## src/hw/lor_pkg.sv

```systemverilog
package lor_pkg;

	// Register indices; byte address is four times the index
	localparam logic [3:0]  IDX_FRAME_VCM   = 4'h6;
	localparam logic [3:0]  IDX_LEVEL_CTRL  = 4'h7;
	localparam logic [3:0]  IDX_FORMAT_PRE  = 4'h8;

	localparam logic [15:0] RST_FRAME_VCM   = 16'h36d6;
	localparam logic [15:0] RST_LEVEL_CTRL  = 16'h0000;
	localparam logic [15:0] RST_FORMAT_PRE  = 16'h0120;

	// Writable bit masks; zero bits are read-only reserved
	localparam logic [15:0] WMASK_FRAME_VCM  = 16'hffff;
	localparam logic [15:0] WMASK_LEVEL_CTRL = 16'h7fff;
	localparam logic [15:0] WMASK_FORMAT_PRE = 16'h01ff;

	// Field positions
	localparam int POS_LCLK_ON      = 15;
	localparam int POS_FR3_VCM      = 12;
	localparam int POS_FR2_VCM      = 9;
	localparam int POS_FR1_VCM      = 6;
	localparam int POS_FR0_VCM      = 3;
	localparam int POS_FR3_PWR      = 0;
	localparam int POS_LFR_VCM      = 13;
	localparam int POS_LCLK_VCM     = 11;
	localparam int POS_LFR_PREDRV   = 9;
	localparam int POS_LCLK_PREDRV  = 7;
	localparam int POS_LFR_CML      = 4;
	localparam int POS_LCLK_CML     = 1;
	localparam int POS_LFR_ON       = 0;
	localparam int POS_PREDIV       = 6;
	localparam int POS_RSVD_ONE     = 5;
	localparam int POS_LOGIC_EN     = 4;
	localparam int POS_LFR_FMT      = 2;
	localparam int POS_LCLK_FMT     = 0;

	typedef enum logic [1:0] {
		LOR_FMT_LVDS   = 2'h0,
		LOR_FMT_LVPECL = 2'h1,
		LOR_FMT_CML    = 2'h2,
		LOR_FMT_RSVD   = 2'h3
	} lor_fmt_e;

	localparam logic [2:0] PREDIV_1 = 3'h1;
	localparam logic [2:0] PREDIV_2 = 3'h2;
	localparam logic [2:0] PREDIV_4 = 3'h4;

	// Settings of one logic output as applied to the analog driver
	typedef struct packed {
		logic       bufferOn;
		lor_fmt_e   format;
		logic [1:0] commonMode;
		logic [1:0] predriverPower;
		logic [2:0] cmlPower;
		logic       lvdsActive;
		logic       cmlActive;
	} lor_drv_s;

	// Settings of the frame-reference outputs: common modes of all four, power of the fourth
	typedef struct packed {
		logic [2:0] commonMode3;
		logic [2:0] commonMode2;
		logic [2:0] commonMode1;
		logic [2:0] commonMode0;
		logic [2:0] power3;
	} lor_frame_s;

endpackage : lor_pkg

```

## src/hw/lor_logic_output_regs.sv

```systemverilog
// Chosen here: the AHB-Lite slave port.
`timescale 1ns/10ps

module lor_logic_output_regs #(
	parameter int ADDR_WIDTH = 8
) (
	input  wire logic                     clock,
	input  wire logic                     rst,
	input  wire logic                     hsel,
	input  wire logic [ADDR_WIDTH-1:0]    haddr,
	input  wire logic [1:0]               htrans,
	input  wire logic                     hwrite,
	input  wire logic [2:0]               hsize,
	input  wire logic [31:0]              hwdata,
	input  wire logic                     hready,
	output logic      [31:0]              hrdata,
	output logic                          hreadyout,
	output logic                          hresp,
	output lor_pkg::lor_drv_s             logicClockOutput,
	output lor_pkg::lor_drv_s             logicFrameRefOutput,
	output lor_pkg::lor_frame_s           frameRefSettings,
	output logic [2:0]                    logicClockPredivider,
	output logic                          logicSubsystemOn
);
	import lor_pkg::*;

	// Elaboration checks; a bad setting stops the build instead of aliasing registers
	if (ADDR_WIDTH < 6) begin : gAddrTooNarrow
		$error("ADDR_WIDTH must reach byte address 0x20");
	end

	if (ADDR_WIDTH > 32) begin : gAddrTooWide
		$error("ADDR_WIDTH must not exceed the bus address width");
	end

	if (int'(IDX_FORMAT_PRE) >= (1 << (ADDR_WIDTH - 2))) begin : gIdxRange
		$error("Register index beyond the decoded address range");
	end

	if (IDX_FRAME_VCM == IDX_LEVEL_CTRL || IDX_LEVEL_CTRL == IDX_FORMAT_PRE) begin : gIdxClash
		$error("Two registers share one index");
	end

	if ((RST_FRAME_VCM & ~WMASK_FRAME_VCM) != 16'h0000) begin : gFrameRsvd
		$error("Read-only bits of the frame register must reset to zero");
	end

	if ((RST_LEVEL_CTRL & ~WMASK_LEVEL_CTRL) != 16'h0000) begin : gLevelRsvd
		$error("Read-only bits of the level register must reset to zero");
	end

	if ((RST_FORMAT_PRE & ~WMASK_FORMAT_PRE) != 16'h0000) begin : gFormatRsvd
		$error("Read-only bits of the format register must reset to zero");
	end

	if (RST_FORMAT_PRE[POS_PREDIV +: 3] != PREDIV_4) begin : gPredivRst
		$error("Predivider reset code must match the output reset value");
	end

	if (RST_FORMAT_PRE[POS_RSVD_ONE] != 1'b1) begin : gRsvdOneRst
		$error("Reserved format bit must reset to one");
	end

	if (RST_FORMAT_PRE[POS_LOGIC_EN] != 1'b0) begin : gMasterRst
		$error("Subsystem enable must reset to off");
	end

	if (RST_FRAME_VCM[POS_LCLK_ON] != 1'b0) begin : gClkOnRst
		$error("Logic clock buffer must reset to off");
	end

	if (RST_LEVEL_CTRL[POS_LFR_ON] != 1'b0) begin : gFrameOnRst
		$error("Logic frame buffer must reset to off");
	end

	// The common-mode loop below assumes four evenly spaced 3-bit fields
	if (POS_FR0_VCM + 9 != POS_FR3_VCM || POS_FR3_VCM + 3 > 16) begin : gFramePos
		$error("Frame common-mode fields must be evenly spaced");
	end

	if (POS_LCLK_ON > 15 || POS_LFR_VCM + 2 > 16) begin : gLevelPos
		$error("Field positions must lie inside a 16-bit register");
	end

	if (POS_PREDIV + 3 > 16 || POS_LFR_CML + 3 > 16) begin : gFormatPos
		$error("Field positions must lie inside a 16-bit register");
	end

	logic [15:0]           frameVcm;
	logic [15:0]           levelCtrl;
	logic [15:0]           formatPre;
	logic                  wrPending;
	logic [ADDR_WIDTH-1:0] wrAddr;

	// Address phase decode
	wire                  addrPhase = hsel && htrans[1] && hready;
	wire                  rdStrobe  = addrPhase && !hwrite;
	wire                  wordAligned = (haddr[1:0] == 2'h0);
	wire [ADDR_WIDTH-3:0] rdIndex = haddr[ADDR_WIDTH-1:2];
	wire [ADDR_WIDTH-3:0] wrIndex = wrAddr[ADDR_WIDTH-1:2];
	wire                  wrAligned = (wrAddr[1:0] == 2'h0);

	wire hitWrFrame  = wrPending && wrAligned && (wrIndex == (ADDR_WIDTH-2)'(IDX_FRAME_VCM));
	wire hitWrLevel  = wrPending && wrAligned && (wrIndex == (ADDR_WIDTH-2)'(IDX_LEVEL_CTRL));
	wire hitWrFormat = wrPending && wrAligned && (wrIndex == (ADDR_WIDTH-2)'(IDX_FORMAT_PRE));

	wire hitRdFrame  = wordAligned && (rdIndex == (ADDR_WIDTH-2)'(IDX_FRAME_VCM));
	wire hitRdLevel  = wordAligned && (rdIndex == (ADDR_WIDTH-2)'(IDX_LEVEL_CTRL));
	wire hitRdFormat = wordAligned && (rdIndex == (ADDR_WIDTH-2)'(IDX_FORMAT_PRE));

	// reserved bits read zero even if a stored bit were ever set
	wire [15:0] rdFrame  = frameVcm  & WMASK_FRAME_VCM;
	wire [15:0] rdLevel  = levelCtrl & WMASK_LEVEL_CTRL;
	wire [15:0] rdFormat = formatPre & WMASK_FORMAT_PRE;

	// Unmapped addresses read zero and swallow writes
	wire [15:0] rdSelect = hitRdFrame  ? rdFrame  :
	                       hitRdLevel  ? rdLevel  :
	                       hitRdFormat ? rdFormat : 16'h0000;

	wire [15:0] wrData = hwdata[15:0];
	wire [15:0] next_frameVcm  = (wrData & WMASK_FRAME_VCM)  | (frameVcm  & ~WMASK_FRAME_VCM);
	wire [15:0] next_levelCtrl = (wrData & WMASK_LEVEL_CTRL) | (levelCtrl & ~WMASK_LEVEL_CTRL);
	wire [15:0] next_formatPre = (wrData & WMASK_FORMAT_PRE) | (formatPre & ~WMASK_FORMAT_PRE);

	// Bus side: zero wait states, so a write lands at the end of its data phase
	always_ff @(posedge clock) begin
		if (rst) begin
			wrPending <= 1'b0;
		end else begin
			wrPending <= addrPhase && hwrite;
		end
	end

	// Address kept for the data phase; only meaningful while wrPending is high
	always_ff @(posedge clock) begin
		if (rst) begin
			wrAddr <= '0;
		end else begin
			wrAddr <= haddr;
		end
	end

	// Read data taken in the address phase, standing until the next read
	always_ff @(posedge clock) begin
		if (rst) begin
			hrdata <= 32'h0000_0000;
		end else if (rdStrobe) begin
			hrdata <= {16'h0000, rdSelect};
		end
	end

	// Never busy, and unmapped addresses are answered OKAY as well
	always_ff @(posedge clock) begin
		if (rst) begin
			hreadyout <= 1'b1;
			hresp     <= 1'b0;
		end else begin
			hreadyout <= 1'b1;
			hresp     <= 1'b0;
		end
	end

	always_ff @(posedge clock) begin
		if (rst) begin
			frameVcm <= RST_FRAME_VCM;
		end else if (hitWrFrame) begin
			frameVcm <= next_frameVcm;
		end
	end

	always_ff @(posedge clock) begin
		if (rst) begin
			levelCtrl <= RST_LEVEL_CTRL;
		end else if (hitWrLevel) begin
			levelCtrl <= next_levelCtrl;
		end
	end

	always_ff @(posedge clock) begin
		if (rst) begin
			formatPre <= RST_FORMAT_PRE;
		end else if (hitWrFormat) begin
			formatPre <= next_formatPre;
		end
	end

	// Field extraction
	wire       masterOn    = formatPre[POS_LOGIC_EN];
	wire [2:0] predivCode  = formatPre[POS_PREDIV +: 3];
	wire [1:0] lfrFmtCode  = formatPre[POS_LFR_FMT +: 2];
	wire [1:0] lclkFmtCode = formatPre[POS_LCLK_FMT +: 2];
	wire       lclkOnReq   = frameVcm[POS_LCLK_ON];
	wire       lfrOnReq    = levelCtrl[POS_LFR_ON];
	wire [1:0] lclkVcm     = levelCtrl[POS_LCLK_VCM +: 2];
	wire [1:0] lfrVcm      = levelCtrl[POS_LFR_VCM +: 2];
	wire [1:0] lclkPredrv  = levelCtrl[POS_LCLK_PREDRV +: 2];
	wire [1:0] lfrPredrv   = levelCtrl[POS_LFR_PREDRV +: 2];
	wire [2:0] frame3Power = frameVcm[POS_FR3_PWR +: 3];

	wire predivLegal = (predivCode == PREDIV_1) || (predivCode == PREDIV_2) ||
	                   (predivCode == PREDIV_4);

	// Illegal codes keep the last good setting; reset matches divide by four
	wire [2:0] next_predivider = predivLegal ? predivCode : logicClockPredivider;

	// reserved format falls back to LVDS
	wire [1:0] lfrFmt  = (lfrFmtCode == LOR_FMT_RSVD) ? LOR_FMT_LVDS : lfrFmtCode;
	wire [1:0] lclkFmt = (lclkFmtCode == LOR_FMT_RSVD) ? LOR_FMT_LVDS : lclkFmtCode;

	wire [2:0] lfrCmlRaw  = levelCtrl[POS_LFR_CML +: 3];
	wire [2:0] lfrCml     = lfrCmlRaw[2] ? 3'h3 : lfrCmlRaw;
	wire [2:0] lclkCmlRaw = levelCtrl[POS_LCLK_CML +: 3];
	wire [2:0] lclkCml    = lclkCmlRaw[2] ? 3'h3 : lclkCmlRaw;

	wire lclkOn = masterOn && lclkOnReq;
	wire lfrOn  = masterOn && lfrOnReq;

	// format decides which level field takes effect
	wire lclkLvdsOn = lclkOn && (lclkFmt == LOR_FMT_LVDS);
	wire lclkCmlOn  = lclkOn && (lclkFmt == LOR_FMT_CML);
	wire lfrLvdsOn  = lfrOn && (lfrFmt == LOR_FMT_LVDS);
	wire lfrCmlOn   = lfrOn && (lfrFmt == LOR_FMT_CML);

	// frame common modes, one field per output
	wire [2:0] frameCm [4];
	for (genvar g = 0; g < 4; g++) begin : gFrameCm
		assign frameCm[g] = frameVcm[POS_FR0_VCM + 3 * g +: 3];
	end

	lor_drv_s   next_lclk;
	lor_drv_s   next_lfr;
	lor_frame_s next_frame;

	always_comb begin
		next_lclk                = '0;
		next_lclk.bufferOn       = lclkOn;
		next_lclk.format         = lor_fmt_e'(lclkFmt);
		next_lclk.commonMode     = lclkVcm;
		next_lclk.predriverPower = lclkPredrv;
		next_lclk.cmlPower       = lclkCml;
		next_lclk.lvdsActive     = lclkLvdsOn;
		next_lclk.cmlActive      = lclkCmlOn;
	end

	always_comb begin
		next_lfr                = '0;
		next_lfr.bufferOn       = lfrOn;
		next_lfr.format         = lor_fmt_e'(lfrFmt);
		next_lfr.commonMode     = lfrVcm;
		next_lfr.predriverPower = lfrPredrv;
		next_lfr.cmlPower       = lfrCml;
		next_lfr.lvdsActive     = lfrLvdsOn;
		next_lfr.cmlActive      = lfrCmlOn;
	end

	always_comb begin
		next_frame             = '0;
		next_frame.commonMode3 = frameCm[3];
		next_frame.commonMode2 = frameCm[2];
		next_frame.commonMode1 = frameCm[1];
		next_frame.commonMode0 = frameCm[0];
		next_frame.power3      = frame3Power;
	end

	// Outputs registered one cycle behind the bank, so drivers never see decode glitches
	always_ff @(posedge clock) begin
		if (rst) begin
			logicClockOutput <= '0;
		end else begin
			logicClockOutput <= next_lclk;
		end
	end

	always_ff @(posedge clock) begin
		if (rst) begin
			logicFrameRefOutput <= '0;
		end else begin
			logicFrameRefOutput <= next_lfr;
		end
	end

	always_ff @(posedge clock) begin
		if (rst) begin
			frameRefSettings <= '0;
		end else begin
			frameRefSettings <= next_frame;
		end
	end

	always_ff @(posedge clock) begin
		if (rst) begin
			logicClockPredivider <= PREDIV_4;
		end else begin
			logicClockPredivider <= next_predivider;
		end
	end

	always_ff @(posedge clock) begin
		if (rst) begin
			logicSubsystemOn <= 1'b0;
		end else begin
			logicSubsystemOn <= masterOn;
		end
	end

endmodule : lor_logic_output_regs

```

## config.mk

```make
export PLATFORM = sky130hd
export DESIGN_NAME = lor_logic_output_regs
export DESIGN_NICKNAME = d
export VERILOG_FILES = /design/src/hw/lor_pkg.sv /design/src/hw/lor_logic_output_regs.sv
export SDC_FILE = /design/constraint.sdc
export NUM_CORES = 1
export LEC_CHECK = 0
export BUFFER_PORTS_ARGS = -buffer_cell sky130_fd_sc_hd__buf_2
export CAP_MARGIN = 10
export CORE_UTILIZATION = 30
export CTS_CLUSTER_DIAMETER = 50
export DETAILED_ROUTE_END_ITERATION = 12
export GPL_TIMING_DRIVEN = 0
export SYNTH_ARGS = -nofsm -noshare
export SYNTH_HDL_FRONTEND = slang
export SYNTH_SLANG_ARGS = --single-unit
```

## constraint.sdc

```tcl
create_clock -name clock -period 4.1 [get_ports clock]
set_input_delay 0.41 -clock clock [delete_from_list [all_inputs] [get_ports clock]]
set_output_delay 0.41 -clock clock [all_outputs]
set_load 0.1 [all_outputs]
```

==> results of run 1 <==
final timing paths:
path / startpoint / to / slack [ps] / depth (start not counted)
worst min register to register: hrdata[10] / hrdata[10] / 460 / 2
worst min-delay path: haddr[7] / wrAddr[7] / 280 / 2
worst max-delay path: wrAddr[1] / frameVcm[12] / 1780 / 5
worst max register to register: wrAddr[1] / frameVcm[12] / 1780 / 5
power groups by stage:
| stage | clock network, mW | logic, mW | registers, mW |
|---|---|---|---|
| global route | 0.925 | 0.242 | 1.04 |
| CTS | 0.886 | 0.229 | 1.04 |
| floorplan | 0 | 0.146 | 1.10 |
| finish | 0.866 | 0.231 | 1.04 |
| detailed placement | 0 | 0.229 | 1.07 |
| global placement | 0 | 0.227 | 1.07 |
cell families (layout without fill, tap and decap cells):
family	Yosys count	after routing	synth area share
multiplexers	31	31	0.0735
XOR/XNOR	1	1	0.00204
AND/OR/NAND/NOR	171	171	0.241
adder cells (fa/ha/maj)	6	6	0.0175
flip-flops	106	106	0.495
other	2	20	0.00175
AO/OA/AOI/OAI	63	63	0.0940
buffers and inverters	63	163	0.0750
registers in the layout, summed over array words and instances, names as in the netlist:
register and count:
frameRefSettings 15, wrPending 1, wrAddr 8, logicClockOutput 11
logicSubsystemOn 1, hrdata 16, logicFrameRefOutput 11, formatPre 9
levelCtrl 15, logicClockPredivider 3, frameVcm 16
per-stage QoR:
| step | power, mW | setup slack, ps | hold WS (ps) | area (sq um) |
|---|---|---|---|---|
| after floorplan | 1.25 | 2220 | 438 | 4360 |
| after global placement | 1.29 | 1830 | 445 | 5000 |
| after detailed placement | 1.30 | 1810 | 447 | 5000 |
| after CTS | 2.16 | 1810 | 271 | 5300 |
| after global routing | 2.21 | 1720 | 299 | 5300 |
| final | 2.14 | 1780 | 279 | 5300 |
cells in the final DEF, fill, tap and decap left out, types with 2 or more instances in the layout:
| master | netlist | routed |
|---|---|---|
| nor2b_1 | 38 | 38 |
| a21o_1 | 2 | 2 |
| mux2i_1 | 27 | 27 |
| a22oi_1 | 9 | 9 |
| nor3_1 | 9 | 9 |
| nor4_4 | 2 | 2 |
| ha_1 | 6 | 6 |
| clkbuf_1 | 30 | 32 |
| buf_4 | 20 | 20 |
| nand4_1 | 16 | 16 |
| and3_1 | 4 | 4 |
| a21oi_1 | 25 | 25 |
| conb_1 | 2 | 20 |
| nand2_1 | 10 | 10 |
| or4_1 | 9 | 9 |
| nand3b_1 | 11 | 11 |
| nand4b_1 | 2 | 2 |
| o21ai_0 | 3 | 3 |
| clkbuf_16 | 0 | 9 |
| nand2b_1 | 26 | 26 |
| inv_1 | 9 | 9 |
| dfxtp_1 | 106 | 106 |
| nor2_1 | 35 | 35 |
| mux2_2 | 4 | 4 |
| o31ai_1 | 24 | 24 |
| buf_2 | 2 | 86 |
worst max-delay path, delay by kind of cell, from the launching register on:
kind	cells	cell delay [ps]
simple gates	2	1230
mux	1	210
flops	1	310
buf+inv	2	490
final cells by class:
class                   instances  share of cell area
multi-input cells             292               0.361
flip-flops and latches        106               0.400
plain buffers                  54              0.0543
inverters                       9             0.00638
clock inverters                 4             0.00968
well taps                     180              0.0425
clock buffers                  12              0.0465
repair buffers                 84              0.0793
per-layer routing:
metal	share of wire	global-route usage
met5	0	0
met4	0.025	0.0779
met3	0.074	0.0379
met2	0.46	0.254
met1	0.45	0.210
==> results.py, run 1 <==
metrics = {
    "die": {
        "start_util": 0.308,
        "die_h_microns": 122,
        "core_sq_um": 13900,
        "die-area_sq_um": 14800,
        "rows": 43,
        "dieWidth_microns": 122,
        "ioPinCount": 127,
    },
    "final_layout": {
        "multi_input_area_sq_um": 1910,
        "fin_util": 0.380,
        "nNetsFinal": 612,
        "layout-drive-gt1-share": 0.230,
        "num_antenna_cells": 0,
        "area_growth_pct": 23.6,
        "seqCellArea_sq_um": 2120,
        "num-fill-cells": 1385,
        "final_cells": 741,
    },
    "placed_design": {
        "port_buffers": 84,
        "dp_hpwl_mm": 8.51,
        "dp_cells": 725,
        "gp_congestion": 0.843,
    },
    "job": {
        "cap_violations": 0,
    },
    "timing": {
        "setup_total_negative_slack_ps": 0,
        "skew_ps": 9.37,
        "fin_crit_sh": 0.567,
        "fmaxAchievable_mhz": 430,
        "rsz0062_at_grt": "false",
        "drv_slew": 0,
        "slew_headroom": 0.234,
        "worstMarginPinSlew_ps": 1130,
        "finalSetupViolations": 0,
        "final_hold_viol_count": 0,
        "period_needed_ps": 2320,
    },
    "routing": {
        "wl_per_cell_microns": 15.7,
        "drt_wl_total_mm": 11.6,
        "detail_route.vias_per_cell": 4.79,
        "num_vias": 3549,
        "drt_iter0_drc": 280,
        "firstDrtPassIters": 5,
        "drc_errors": 0,
        "ant_nets": 0,
    },
    "cts": {
        "clkLatencyLatePin_ps": 350,
        "ctsRootBufferMaster": "clkbuf_16",
        "cts_setup_buffers": 0,
        "clk_path_buf_depth": 2,
        "numClockSinks": 106,
        "cts_tree": "built",
        "cts_resized": 0,
        "hold_buffers": 0,
        "numCtsBuffers": 9,
        "cts_max_level": 3,
        "clkSlewWorstSetupHoldPaths_ps": 70,
    },
    "setup_path": {
        "crit_fanout": 10,
        "critPathCaptureType": "flip-flop",
        "start_kind": "flip-flop",
        "cp.arrival_ps": 2600,
        "slowest_stage": "nor4_4",
        "crit_path_cell_trace": "or4b_1 -> buf_2 -> nor4_4 -> buf_6 -> mux2i_1",
        "path_class": "flip-flop to flip-flop",
        "critPathRequiredTime_ps": 4370,
        "cp_slowest_stage_delay_ps": 720,
    },
    "logic_synthesis": {
        "synth_top_cells_by_count": "106 x dfxtp_1, 38 x nor2b_1, 35 x nor2_1",
        "synthTopCellsByArea": "dfxtp_1 49%, mux2i_1 6.3%, nor2b_1 5.5%, o31ai_1 4.2%, nand2b_1 3.8%",
        "ys_seq_elements": 106,
        "avgSynthCellArea_sq_um": 9.68,
        "syn_area_sq_um": 4290,
        "synth.top_cell.area_share": 0.495,
        "synth_cells": 443,
        "yosysSeqAreaShare": 0.495,
        "synth_cell_types": 37,
        "synth_edf_count": 0,
        "yosysMostFrequentCell": "dfxtp_1",
        "yosysWarnings": 0,
        "synth_ff_type": "dfxtp_1",
        "yosysTopAreaCell": "dfxtp_1",
        "async_reset_ff_frac": 0,
    },
    "global_routing": {
        "grt.overflow.total": 0,
        "grtUsageTotal": 0.162,
        "grt_pass1_vias": 3385,
        "grt_pass1_wl_mm": 17.9,
        "grt_max_degree": 17,
        "antenna_found_initial": 0,
    },
    "power": {
        "p_leak_nw": 2.16,
        "power_frac_seq": 0.487,
        "clockPowerShare": 0.405,
        "power_density_nw_per_um2": 404,
        "net-switching-power_mw": 0.563,
        "comb_power_share": 0.108,
        "irDropWorstVdd_uv": 220,
        "intPower_mw": 1.58,
        "switching_share": 0.263,
    },
    "hold_path": {
        "hp-class": "input pin to flip-flop",
    },
    "run_status": {
        "status": "complete, no violations",
    },
}
No activity file was read; power rests on OpenSTA's default activity.
==> run 2, diff against run 1 <==
--- a/config.mk
+++ b/config.mk
@@ -5,6 +5,7 @@
 export SDC_FILE = /design/constraint.sdc
 export NUM_CORES = 1
 export LEC_CHECK = 0
+export ABC_AREA = 1
 export BUFFER_PORTS_ARGS = -buffer_cell sky130_fd_sc_hd__buf_2
 export CAP_MARGIN = 10
 export CORE_UTILIZATION = 30
==> constraint.sdc (replaced) <==
create_clock -name clock -period 2.4 [get_ports clock]
set_input_delay 0.24 -clock clock [delete_from_list [all_inputs] [get_ports clock]]
set_output_delay 0.24 -clock clock [all_outputs]
set_load 0.1 [all_outputs]
==> results.py, run 2 <==
metrics = {
    "routing": {
        "ant_nets": 0,
        "num_vias": 3548,
        "drc_errors": 0,
        "detail_route.vias_per_cell": 4.28,
        "drt_iter0_drc": 263,
        "wl_per_cell_microns": 12.9,
        "drt_wl_total_mm": 10.7,
        "firstDrtPassIters": 7,
    },
    "global_routing": {
        "grt_max_degree": 17,
        "grt_pass1_vias": 3341,
        "antenna_found_initial": 1,
        "grtUsageTotal": 0.151,
        "grt_pass1_wl_mm": 16.6,
        "grt.overflow.total": 0,
    },
    "logic_synthesis": {
        "synth_ff_type": "dfxtp_1",
        "async_reset_ff_frac": 0,
        "synth_cell_types": 32,
        "yosysWarnings": 0,
        "synth_edf_count": 0,
        "synth_top_cells_by_count": "106 x dfxtp_1, 99 x nor2_1, 78 x nand2_1",
        "avgSynthCellArea_sq_um": 7.93,
        "synthTopCellsByArea": "dfxtp_1 50%, nor2_1 8.8%, nand2_1 6.9%, inv_1 5.8%, nand3_1 4.5%",
        "yosysSeqAreaShare": 0.503,
        "synth.top_cell.area_share": 0.503,
        "syn_area_sq_um": 4220,
        "ys_seq_elements": 106,
        "yosysMostFrequentCell": "dfxtp_1",
        "yosysTopAreaCell": "dfxtp_1",
        "synth_cells": 532,
    },
    "setup_path": {
        "critPathCaptureType": "flip-flop",
        "rr_endpoint": "frameVcm[14]",
        "path_class": "flip-flop to flip-flop",
        "r2r_cells": 7,
        "start_kind": "flip-flop",
        "cp.arrival_ps": 1640,
        "worstSetupEndpoint": "frameVcm[14]",
        "r2r-start": "wrAddr[1]",
        "crit_start": "wrAddr[1]",
        "r2r_slack_ps": 1000,
        "crit_fanout": 10,
        "critPathRequiredTime_ps": 2640,
    },
    "die": {
        "ioPinCount": 127,
        "die_h_microns": 121,
        "start_util": 0.314,
        "die-area_sq_um": 14500,
        "rows": 42,
        "core_sq_um": 13500,
        "dieWidth_microns": 121,
    },
    "power": {
        "power_density_nw_per_um2": 696,
        "clockPowerShare": 0.397,
        "intPower_mw": 2.66,
        "total_power_mw": 3.64,
        "p_leak_nw": 2.56,
        "switching_share": 0.268,
        "power_frac_seq": 0.491,
        "comb_power_share": 0.111,
        "net-switching-power_mw": 0.973,
        "irDropWorstVdd_uv": 358,
    },
    "cts": {
        "numCtsBuffers": 9,
        "clk_path_buf_depth": 2,
        "numClockSinks": 106,
        "ctsRootBufferMaster": "clkbuf_16",
        "cts_max_level": 3,
        "cts_tree": "built",
        "cts_setup_buffers": 0,
        "clkSlewWorstSetupHoldPaths_ps": 60,
        "hold_buffers": 0,
        "cts_resized": 0,
        "clkLatencyLatePin_ps": 350,
    },
    "timing": {
        "drv_slew": 0,
        "final_hold_viol_count": 0,
        "period_needed_ps": 1400,
        "rsz0062_at_grt": "false",
        "finalSetupViolations": 0,
        "fmaxAchievable_mhz": 713,
        "skew_ps": 4.96,
        "fin_crit_sh": 0.584,
        "worstMarginPinSlew_ps": 603,
        "slew_headroom": 0.598,
        "setup_total_negative_slack_ps": 0,
    },
    "placed_design": {
        "gp_congestion": 0.832,
        "port_buffers": 86,
        "dp_hpwl_mm": 8.17,
    },
    "final_layout": {
        "layout_common_cells": "106 x dfxtp_1, 99 x nor2_1, 91 x buf_2, 78 x nand2_1, 65 x inv_1",
        "final_common_cell": "dfxtp_1",
        "area_growth_pct": 23.9,
        "nNetsFinal": 703,
        "layout-drive-gt1-share": 0.252,
        "largestRegisters": "frameVcm: 16 flops, hrdata: 16 flops",
        "num-fill-cells": 1448,
    },
    "run_status": {
        "status": "complete, no violations",
    },
    "job": {
        "cap_violations": 0,
    },
    "hold_path": {
        "hp-class": "input pin to flip-flop",
    },
}
==> run 2: cell count changes after synthesis, sizes merged, moves of 11 or more <==
cell    delta
nand4     -15
nand3b    -11
clkbuf    -21
nand3     +42
nor2      +70
o31ai     -24
mux2i     -27
nand2     +75
inv       +58
nor2b     -38
nand2b    -26
o21ai     +32
==> run 2: worst min-delay path by stage <==
| stage | start | endpoint | depth (start not counted) |
|---|---|---|---|
| after floorplan | rst | logicSubsystemOn | 1 |
| after detailed placement | levelCtrl[14] | logicFrameRefOutput[8] | 2 |
| after global routing | haddr[0] | wrAddr[0] | 3 |
| after CTS | haddr[0] | wrAddr[0] | 3 |
| after global placement | levelCtrl[9] | logicFrameRefOutput[5] | 2 |
| final | haddr[6] | wrAddr[6] | 3 |
==> run 2: through the flow <==
stage / cells / util / hold slack, ps / instance area (sq um) / setup WS [ps]
final: 829 / 0.388 / 109 / 5230 / 997
after global routing: 829 / 0.388 / 104 / 5230 / 865
after CTS: 828 / 0.388 / 102 / 5220 / 983
after detailed placement: 812 / 0.367 / 446 / 4940 / 934
after global placement: 812 / 0.367 / 447 / 4940 / 972
after floorplan: 550 / - / 327 / 4290 / 1060
==> run 2: critical path, stage by stage, from the launching register on <==
cell and delay (ps):
dfxtp_1 310, nor2_2 120, nand4_2 110, nor2_2 150, nand2_2 160, buf_2 230, o21ai_0 160, nor2_1 50
==> run 2: metal layers <==
metal,vias up,part of all wire,global-route usage,wire length (microns)
met5,-,0,0,0
met4,0,0.025,0.0656,272
met3,15,0.066,0.0415,707
met2,108,0.48,0.258,5170
met1,1585,0.43,0.176,4560
li1,1840,-,-,-
==> run 2: power by group through the flow <==
stage	registers [mW]	clock network [mW]	logic (mW)
after global placement	1.83	0	0.402
after CTS	1.79	1.47	0.405
after global routing	1.79	1.54	0.426
after floorplan	1.91	0	0.242
final	1.79	1.44	0.405
after detailed placement	1.83	0	0.404
==> run 2: cells by family after synthesis <==
kind of cell,count (synthesis),share of synthesized area
and+or+nand+nor,241,0.256
buffers and inverters,111,0.129
DFF,106,0.503
AOI/OAI and AO/OA,66,0.0923
adders and majority gates,6,0.0178
other,2,0.00178
==> run 2: area by class of cell <==
cell class | instances | area, sq um | share of cell area
flip-flops and latches | 106 | 2120 | 0.406
multi-input cells | 333 | 1620 | 0.310
repair buffers | 86 | 430 | 0.0824
plain buffers | 40 | 275 | 0.0527
inverters | 71 | 268 | 0.0512
clock buffers | 11 | 233 | 0.0445
well taps | 176 | 220 | 0.0421
clock inverters | 5 | 55.1 | 0.0105
diodes | 1 | 2.50 | 0.000479
